$ cat config.mk
export PLATFORM = sky130hd
export DESIGN_NAME = quad_dac_serial_command_unit
export DESIGN_NICKNAME = d
export VERILOG_FILES = /design/src/rtl/quad_dac_pkg.sv /design/src/rtl/quad_dac_serial_command_unit.sv
export SDC_FILE = /design/constraint.sdc
export NUM_CORES = 1
export LEC_CHECK = 0
export ABC_CLOCK_PERIOD_IN_PS = 6180
export BUFFER_PORTS_ARGS = -buffer_cell sky130_fd_sc_hd__buf_4
export CAP_MARGIN = 25
export CORE_MARGIN = 1.5
export CORE_UTILIZATION = 27
export CTS_CLUSTER_DIAMETER = 60
export DETAILED_ROUTE_END_ITERATION = 6
export HOLD_SLACK_MARGIN = 0.02
export SLEW_MARGIN = 20
export SYNTH_ARGS = -nofsm -noshare
export SYNTH_HDL_FRONTEND = slang
export SYNTH_SLANG_ARGS = --single-unit
$ cat constraint.sdc
create_clock -name clk_sys -period 6.18 [get_ports clk_sys]
set_input_delay 0 -clock clk_sys [delete_from_list [all_inputs] [get_ports clk_sys]]
set_output_delay 0 -clock clk_sys [all_outputs]
set_load 0.005 [all_outputs]
$ cat src/rtl/quad_dac_pkg.sv
package quad_dac_pkg;

  // ----------------------------------------
  // frame layout
  // ----------------------------------------
  localparam int FRAME_BITS = 16;
  localparam int DATA_BITS = 12;
  localparam int NUM_CHAN = 4;
  localparam logic [4:0] FRAME_LAST = 5'h10;
  localparam logic [4:0] COUNT_ZERO = 5'h00;
  localparam logic [4:0] COUNT_ONE = 5'h01;
  localparam logic [15:0] SHIFT_RESET = 16'h0000;
  localparam logic [11:0] CODE_ZERO = 12'h000;

  // ----------------------------------------
  // decoded command codes
  // ----------------------------------------
  localparam logic [1:0] LOAD_INPUT = 2'h0;
  localparam logic [1:0] LOAD_CONV = 2'h1;
  localparam logic [1:0] LOAD_BOTH = 2'h2;
  localparam logic [1:0] LOAD_ALL = 2'h3;
  localparam logic [1:0] SEL_POWER_DOWN = 2'h3;

  // output termination while powered down
  typedef enum logic [1:0] {
    TERM_ACTIVE = 2'h0,
    TERM_HIZ = 2'h1,
    TERM_1K = 2'h2,
    TERM_100K = 2'h3
  } term_t;

  // frame receiver states, gray along idle -> shift -> done
  typedef enum logic [1:0] {
    ST_IDLE = 2'b00,
    ST_SHIFT = 2'b01,
    ST_DONE = 2'b11
  } frame_state_t;

  // one received frame as fields
  typedef struct packed {
    logic load_ctrl_hi;
    logic load_ctrl_lo;
    logic chan_sel_hi;
    logic chan_sel_lo;
    logic all_channels_flag;
    logic pd_chan_hi;
    logic pd_chan_lo;
    logic pd_term_hi;
    logic pd_term_lo;
    logic [6:0] spare;
  } frame_t;

  // serial link pins
  typedef struct packed {
    logic sync_n;
    logic sclk;
    logic sdin;
  } link_t;

endpackage

$ cat src/rtl/quad_dac_serial_command_unit.sv
`timescale 1ns/1ps
// How it works
// - a 16-bit shift register gathers one command frame per transfer
// - four control bits come first, then twelve data bits
// - bits arrive most significant first, bit 15 down to bit 0
// - load bits pick input register, converter register or both
// - select bits pick channel A, B, C or D
// - both load bits high means the command hits all channels, except a power down with the flag clear
// - data is plain unsigned binary, zero to full scale minus a step
// - converter code D gives reference_level times D over 4096
// - bits are taken only while frame-sync is low
// - data sampled on each serial clock falling edge for 16 pulses
// - edges and data after the sixteenth falling edge are ignored
// - after a full frame, a new one needs frame-sync high then low
// - a finished frame updates the selected registers automatically
// - frame-sync rising early discards the partial frame
// - all control bits set is power down; flag bit applies to all channels
// - with the flag clear, two bits pick the powered-down channel
// - two bits choose termination: hi-z, 1k, 100k, hi-z
// - reset clears every register but the pin synchronisers, which load idle levels; outputs at zero scale
// - single-channel load codes: input only, copy to converter, both
// - load code 11: select picks all-input, all-update, all-both, power down
module quad_dac_serial_command_unit (
  // clock and reset
  input wire logic clk_sys,
  input wire logic rst,
  // serial link pins
  input wire logic sync_n,
  input wire logic sclk,
  input wire logic sdin,
  // converter and input codes, output terminations and frame strobe, channel A at index 0
  output logic [11:0] conv_code [4],
  output logic [11:0] input_code [4],
  output quad_dac_pkg::term_t chan_term [4],
  output logic frame_done
);

  // ----------------------------------------
  // pin synchronisers
  // ----------------------------------------
  quad_dac_pkg::link_t pin_meta;
  quad_dac_pkg::link_t pin_sync;
  quad_dac_pkg::link_t pin_prev;

  always_ff @(posedge clk_sys) begin
    if (rst) begin
      pin_meta <= 3'b110;
      pin_sync <= 3'b110;
      pin_prev <= 3'b110;
    end else begin
      pin_meta <= '{sync_n: sync_n, sclk: sclk, sdin: sdin};
      pin_sync <= pin_meta;
      pin_prev <= pin_sync;
    end
  end

  logic sclk_fall;
  logic sync_fall;
  logic sync_rise;
  assign sclk_fall = pin_prev.sclk && !pin_sync.sclk;
  assign sync_fall = pin_prev.sync_n && !pin_sync.sync_n;
  assign sync_rise = !pin_prev.sync_n && pin_sync.sync_n;

  // ----------------------------------------
  // frame receiver
  // ----------------------------------------
  quad_dac_pkg::frame_state_t state;
  logic [15:0] shift;
  logic [4:0] bit_count;
  logic commit;

  assign commit = (state == quad_dac_pkg::ST_SHIFT) && sclk_fall && !pin_sync.sync_n
    && (bit_count == quad_dac_pkg::FRAME_LAST - quad_dac_pkg::COUNT_ONE);

  always_ff @(posedge clk_sys) begin
    if (rst) begin
      state <= quad_dac_pkg::ST_IDLE;
      shift <= quad_dac_pkg::SHIFT_RESET;
      bit_count <= quad_dac_pkg::COUNT_ZERO;
    end else begin
      case (state)
        quad_dac_pkg::ST_IDLE: begin
          if (sync_fall) begin
            state <= quad_dac_pkg::ST_SHIFT;
            bit_count <= quad_dac_pkg::COUNT_ZERO;
          end
        end
        quad_dac_pkg::ST_SHIFT: begin
          if (pin_sync.sync_n) begin
            state <= quad_dac_pkg::ST_IDLE;
          end else if (sclk_fall) begin
            shift <= {shift[14:0], pin_sync.sdin};
            bit_count <= bit_count + quad_dac_pkg::COUNT_ONE;
            if (commit) begin
              state <= quad_dac_pkg::ST_DONE;
            end
          end
        end
        quad_dac_pkg::ST_DONE: begin
          if (sync_rise || pin_sync.sync_n) begin
            state <= quad_dac_pkg::ST_IDLE;
          end
        end
        default: state <= quad_dac_pkg::ST_IDLE;
      endcase
    end
  end

  // ----------------------------------------
  // command decode
  // ----------------------------------------
  quad_dac_pkg::frame_t cmd;
  logic [1:0] load_code;
  logic [1:0] sel_code;
  logic [11:0] new_data;
  assign cmd = quad_dac_pkg::frame_t'({shift[14:0], pin_sync.sdin});
  assign load_code = {cmd.load_ctrl_hi, cmd.load_ctrl_lo};
  assign sel_code = {cmd.chan_sel_hi, cmd.chan_sel_lo};
  assign new_data = {cmd.all_channels_flag, cmd.pd_chan_hi, cmd.pd_chan_lo,
    cmd.pd_term_hi, cmd.pd_term_lo, cmd.spare};

  logic power_down_cmd;
  assign power_down_cmd = (load_code == quad_dac_pkg::LOAD_ALL)
    && (sel_code == quad_dac_pkg::SEL_POWER_DOWN);

  quad_dac_pkg::term_t pd_term;
  always_comb begin
    case ({cmd.pd_term_hi, cmd.pd_term_lo})
      2'h1: pd_term = quad_dac_pkg::TERM_1K;
      2'h2: pd_term = quad_dac_pkg::TERM_100K;
      default: pd_term = quad_dac_pkg::TERM_HIZ;
    endcase
  end

  // ----------------------------------------
  // channel registers
  // ----------------------------------------
  for (genvar ch = 0; ch < quad_dac_pkg::NUM_CHAN; ch++) begin : g_chan
    logic hit;
    logic pd_hit;
    logic wr_input;
    logic wr_conv;
    logic copy_conv;
    always_comb begin
      hit = (load_code == quad_dac_pkg::LOAD_ALL) || (sel_code == 2'(ch));
      pd_hit = cmd.all_channels_flag || ({cmd.pd_chan_hi, cmd.pd_chan_lo} == 2'(ch));
      wr_input = 1'b0;
      wr_conv = 1'b0;
      copy_conv = 1'b0;
      if (!power_down_cmd && hit) begin
        if (load_code == quad_dac_pkg::LOAD_ALL) begin
          wr_input = (sel_code == quad_dac_pkg::LOAD_INPUT)
            || (sel_code == quad_dac_pkg::LOAD_BOTH);
          copy_conv = (sel_code == quad_dac_pkg::LOAD_CONV);
          wr_conv = (sel_code == quad_dac_pkg::LOAD_BOTH);
        end else begin
          wr_input = (load_code == quad_dac_pkg::LOAD_INPUT)
            || (load_code == quad_dac_pkg::LOAD_BOTH);
          copy_conv = (load_code == quad_dac_pkg::LOAD_CONV);
          wr_conv = (load_code == quad_dac_pkg::LOAD_BOTH);
        end
      end
    end

    always_ff @(posedge clk_sys) begin
      if (rst) begin
        input_code[ch] <= quad_dac_pkg::CODE_ZERO;
        conv_code[ch] <= quad_dac_pkg::CODE_ZERO;
        chan_term[ch] <= quad_dac_pkg::TERM_ACTIVE;
      end else if (commit) begin
        if (wr_input) begin
          input_code[ch] <= new_data;
        end
        if (wr_conv) begin
          conv_code[ch] <= new_data;
          chan_term[ch] <= quad_dac_pkg::TERM_ACTIVE;
        end else if (copy_conv) begin
          conv_code[ch] <= input_code[ch];
          chan_term[ch] <= quad_dac_pkg::TERM_ACTIVE;
        end
        if (power_down_cmd && pd_hit) begin
          chan_term[ch] <= pd_term;
        end
      end
    end
  end

  always_ff @(posedge clk_sys) begin
    if (rst) begin
      frame_done <= 1'b0;
    end else begin
      frame_done <= commit;
    end
  end
endmodule

---- Word-level counts from Yosys, hierarchy flattened ----
Cells that the tools add are included.
storage, ports and cells
  register bits ........................... 135
  input port bits ......................... 5
  output and inout port bits .............. 105
  word-level logic and storage cells ...... 150
cells by class
  add/sub/neg operators ................... 1
  equal/unequal tests ..................... 20
  mux-type cells .......................... 46
  bitwise logic cells ..................... 1
  reduce and logical (&&, ||, !) cells .... 58
operators by type and width
  kind                   count
  $mux W12               8
  $mux W2                17
  $reduce_and A2 Y1      12
  $eq A2 B2 Y1 const B   8
  $logic_and A1 B1 Y1    15
  $mux W1                15
  $mux W5                3
  $reduce_bool A3 Y1     4
  $logic_or A1 B1 Y1     11
  $eq A2 B1 Y1 const B   5
  $pmux W5 S2            1
  $reduce_bool A2 Y1     5
  $logic_not A2 Y1       4
  $ne A2 B2 Y1 const B   4
  $reduce_and A4 Y1      2
  $ne A3 B3 Y1 const B   2
  $pmux W2 S3            1
  $add A5 B1 Y5 const B  1
  $eq A5 B4 Y1 const B   1
  $logic_not A1 Y1       4
  $pmux W2 S2            1
  $reduce_and A3 Y1      1
  $not A1 Y1             1

---- Depth between registers and ports, before layout ----
  depth in word-level cells ............... 9
  depth in mapped cells ................... 10
  gate-level depth less buffers ........... 7

---- Worst setup path after synthesis ----
Ideal clock, no wire load.
  path kind ............................... reg2reg
  start ................................... reg bit_count[0]
  end ..................................... reg conv_code[10] (netlist bit)
  setup time .............................. 0.125 ns
  data arrival time ....................... 1.934 ns
  required time ........................... 6.055 ns
  path slack .............................. 4.121 ns
  cell stages (with the launch flop) ...... 11
  path buffers ............................ 3
  clock period less this slack ............ 2.059 ns
  cells stage by stage .................... dfxtp_1 ha_1 and3_1 ha_1 and4b_1 buf_6 nand2_4 or3_1 buf_6 buf_12 mux2i_1
on the way
  cells in the longest elaborated chain, start to end .. 3
RTL lines
  item                                RTL line                             text
  start, declared                     quad_dac_serial_command_unit.sv:69   logic [4:0] bit_count;
  start signal, assigned              quad_dac_serial_command_unit.sv:79   bit_count <= quad_dac_pkg::COUNT_ZERO;
  start signal, assigned              quad_dac_serial_command_unit.sv:85   bit_count <= quad_dac_pkg::COUNT_ZERO;
  start signal, assigned              quad_dac_serial_command_unit.sv:93   bit_count <= bit_count + quad_dac_pkg::COUNT_ONE;
  $eq A5 B4 Y1                        quad_dac_serial_command_unit.sv:73   && (bit_count == quad_dac_pkg::FRAME_LAST - quad_dac_pkg::COUNT_ONE);
  $logic_and A1 B1 Y1                 quad_dac_serial_command_unit.sv:73
  $reduce_and A2 Y1 (no source line)  -
  end signal, assigned by index       quad_dac_serial_command_unit.sv:168  conv_code[ch] <= quad_dac_pkg::CODE_ZERO;
  end signal, assigned by index       quad_dac_serial_command_unit.sv:175  conv_code[ch] <= new_data;
  end signal, assigned by index       quad_dac_serial_command_unit.sv:178  conv_code[ch] <= input_code[ch];
  end, declared                       quad_dac_serial_command_unit.sv:32   output logic [11:0] conv_code [4],
Every way passes these cells.
A chain may end at the register's enable or synchronous reset.

---- Worst setup path after layout ----
  start ................................... reg shift[14]
  end ..................................... reg conv_code[21] (netlist bit)
on the way
  cells in the longest elaborated chain, start to end .. 7
  elaborated cells between the ends (all ways) .. 14
  classes of those cells .................. eq/ne (3); mux (5); reduce/logical (6)
RTL lines
  item                                 RTL line                                                                                                       text
  start, declared                      quad_dac_serial_command_unit.sv:68                                                                             logic [15:0] shift;
  start signal, assigned               quad_dac_serial_command_unit.sv:78                                                                             shift <= quad_dac_pkg::SHIFT_RESET;
  start signal, assigned               quad_dac_serial_command_unit.sv:92                                                                             shift <= {shift[14:0], pin_sync.sdin};
  $eq A2 B2 Y1                         quad_dac_serial_command_unit.sv:123, quad_dac_serial_command_unit.sv:145, quad_dac_serial_command_unit.sv:151
  $logic_and A1 B1 Y1                  quad_dac_serial_command_unit.sv:124                                                                            && (sel_code == quad_dac_pkg::SEL_POWER_DOWN);
  $logic_not A1 Y1                     quad_dac_serial_command_unit.sv:150                                                                            if (!power_down_cmd && hit) begin
  $logic_and A1 B1 Y1                  quad_dac_serial_command_unit.sv:150
  $mux W1                              quad_dac_serial_command_unit.sv:150
  $reduce_bool A2 Y1 (no source line)  -
  $reduce_and A2 Y1 (no source line)   -
Several ways; a longest one is shown, not always the timed one.

==> implementation parameters <==
Parameter                              Value

Run status
  Outcome    complete, no violations

CTS
  H-tree levels    4
  Total clock buffers created by CTS    17
  Clk Latency, worst-skew pair    0.43 ns
  TritonCTS sink count    135
  Resize count post-CTS    0
  Maximum root-to-sink buffer count    2
  TritonCTS clock tree    built
  Root Buffer Master    sky130_fd_sc_hd__clkbuf_16
  CTS clock-pin slew for the worst setup and hold paths    0.06 ns

Critical path
  Endpoint kind of the worst setup timing path    register
  Required time at the endpoint of the critical path    6.44 ns
  Critical Path Source Type    register
  Data arrival, critical path    3.37 ns
  Largest fanout on the critical path    22
  Worst setup path class    register to register

GRT
  Via count of the first global-routing pass    4468
  Number of antenna violations at the first check in global routing    0
  Wire length of the first global-routing pass    26.3 mm
  Overall track demand over capacity in global routing    14.7%
  Total congestion overflow    0
  Pin count of the biggest net entering global routing    83

Placement
  HPWL after detailed placement    11.7 mm
  Post-detailed-placement cell area    0.00689 mm2
  Weighted congestion at the end of routability-driven global placement    0.783
  IO Port Bufs    109

Cells and area
  Ant diodes    0
  Final design instance area without fill    0.00758 mm2
  Fraction of layout instances using a drive strength above 1    22.1%
  Area grow syn2layout    26.1%
  Number of filler instances in the final layout    2215
  Final Net Count    725
  Core utilization of the finished layout    34.7%

Logic synthesis
  Number of enable-type register cells in the synthesized netlist    0
  Total standard cell area after synthesis    0.00601 mm2
  Count of different cell masters after synthesis    49
  Most used standard cell by instance count after synthesis    sky130_fd_sc_hd__dfxtp_1
  Total number of yosys warnings    0
  Number of synthesized register bits    135
  Flip-flop cell with the highest count after synthesis    sky130_fd_sc_hd__dfxtp_1
  Share of synthesized area occupied by flip-flops and latches    45.0%
  Avg Synthesized Cell Area    9.36 um2
  Yosys top cell by area    sky130_fd_sc_hd__dfxtp_1
  Most frequent cells after synthesis    sky130_fd_sc_hd__dfxtp_1 (135), sky130_fd_sc_hd__mux2i_1 (98), sky130_fd_sc_hd__a21oi_1 (54)
  Syn_nets    651
  Fraction of registers with async set or reset after synthesis    0%
  Synth top area share    45.0%
  Synth top area cells    sky130_fd_sc_hd__dfxtp_1 (45%), sky130_fd_sc_hd__mux2i_1 (16%), sky130_fd_sc_hd__a211oi_1 (4.7%)
  Synthesized netlist cell count    642

Floorplan
  Placeable core region    0.0218 mm2
  Starting Density    27.5%
  Standard-cell rows    54
  Area of the die    0.0232 mm2
  Boundary pin count    110
  Die H    152 um
  Die W    152 um

Routing
  Post-route DRC violation count    0
  Total length of routed wires    17.4 mm
  Detail-routed net length per standard cell    17.3 um
  Detailed-route vias per instance    4.87
  Vias    4918
  Post-route antenna net violation count    0
  Pre-Repair DR Iteration Count    5
  Violation count after the first detailed-routing iteration    389

Pwr
  Static Leak    0.00326 uW
  Clock power frac    52.5%
  Part of the total power dissipated in combinational logic    1.5%
  Internal cell power    1480 uW
  Worst-case vdd ir drop    0.000150 V
  Power density over the cells    251 mW/mm2
  Fraction of power spent switching nets    22.3%
  Seq pwr share    46.0%
  Total net switching power    425 uW
  Post-route total power    1900 uW

STA
  Final hold slack    0.421 ns
  Highest achievable clock rate    0.321 GHz
  Share of the cycle needed by the critical path after routing    50.4%
  Final-layout setup total negative slack    0 ns
  Final Skew    0.0107 ns
  Period minus WS final    3.12 ns
  Worst-Margin Slew    0.984 ns
  Normalized max-slew margin    34.1%
  Final Max Slew Viols    0
  Final-report hold violation count    0
  Count of final setup violators    0
  RSZ-0062 raised after global routing    false

Run
  Max-cap viol count    0

Min path
  Type of the most critical hold path    register to register
## critical path, stage by stage, from the launching register on
cell and delay (ns):
sky130_fd_sc_hd__dfxtp_1 0.74, sky130_fd_sc_hd__nand3b_1 0.72, sky130_fd_sc_hd__o211ai_1 0.77, sky130_fd_sc_hd__and2_1 0.57
sky130_fd_sc_hd__a211oi_1 0.15
## sequential cells by signal, summed over array words and instances (netlist names)
name	cells
pin_meta	3
chan_term	8
conv_code	48
cmd	1
pin_sync	2
shift	15
input_code	48
pin_prev	2
state	2
frame_done	1
bit_count	5
## layout make-up
| cell class | count | area, um2 | share of cell area [%] |
|---|---|---|---|
| multi-input cells | 428 | 2930 | 38.7 |
| flip-flops and latches | 135 | 2700 | 35.7 |
| repair buffers | 123 | 973 | 12.8 |
| clock buffers | 19 | 433 | 5.71 |
| well taps | 280 | 350 | 4.62 |
| clock inverters | 13 | 146 | 1.93 |
| inverters | 11 | 41.3 | 0.545 |
## layer usage
layer	track usage (%)	wire length (um)	vias to the layer above
met4	3.70	176	0
li1	-	-	2437
met1	20.6	8280	2329
met5	0	0	-
met3	3.67	927	13
met2	22.6	8030	139
## power by group through the flow
stage / Combinational [uW] / Sequential, uW / Clock, uW
2_1_floorplan: 18.7 / 893 / 0
3_3_place_gp: 24.1 / 895 / 0
3_5_place_dp: 23.9 / 895 / 0
4_1_cts: 27.4 / 875 / 1020
5_1_grt: 31.7 / 875 / 1060
6_report: 29.2 / 876 / 1000
## kinds of logic (layout without fill, tap and decap cells)
family / after synthesis / in the layout / share of synthesized area (%)
fa+ha+maj: 4 / 4 / 0.833
simple gates: 183 / 183 / 15.7
flops: 135 / 135 / 45.0
xor+xnor: 3 / 3 / 0.437
mux: 98 / 98 / 16.3
compound gates: 140 / 140 / 15.4
buf+inv: 79 / 166 / 6.33
## layout by cell type (no fill, tap or decap), types with 12 or more instances in the layout
cell and n:
sky130_fd_sc_hd__a211oi_1 38, sky130_fd_sc_hd__a21oi_1 54, sky130_fd_sc_hd__and2_1 16, sky130_fd_sc_hd__and3_1 12, sky130_fd_sc_hd__buf_4 113, sky130_fd_sc_hd__clkbuf_16 17
sky130_fd_sc_hd__dfxtp_1 135, sky130_fd_sc_hd__mux2i_1 98, sky130_fd_sc_hd__nand2_1 41, sky130_fd_sc_hd__nand3_1 27, sky130_fd_sc_hd__nor2_1 46, sky130_fd_sc_hd__o21ai_0 15
sky130_fd_sc_hd__o31ai_1 12
## through the flow
step	std cells	setup slack [ns]
after floorplan	642	4.12
after global routing	1009	2.80
final	1009	3.06
after CTS	1006	3.10
after detailed placement	967	3.15
after global placement	966	3.23
## path summary, 6_finish.rpt
| check | from | end | slack, ns | cells after the start |
|---|---|---|---|---|
| setup / recovery | shift[14] | conv_code[21] | 3.06 | 4 |
| hold / removal | pin_meta[2] | pin_sync[2] | 0.42 | 1 |
| setup reg to reg | shift[14] | conv_code[21] | 3.06 | 4 |
| hold reg to reg | pin_meta[2] | pin_sync[2] | 0.42 | 1 |
## repair_timing
item / in CTS / in global routing
setup buffers: 0 / 0
hold buffers: 7 / 0
hold endpoints to repair: 12 / 0
(Power assumes the default switching activity.)
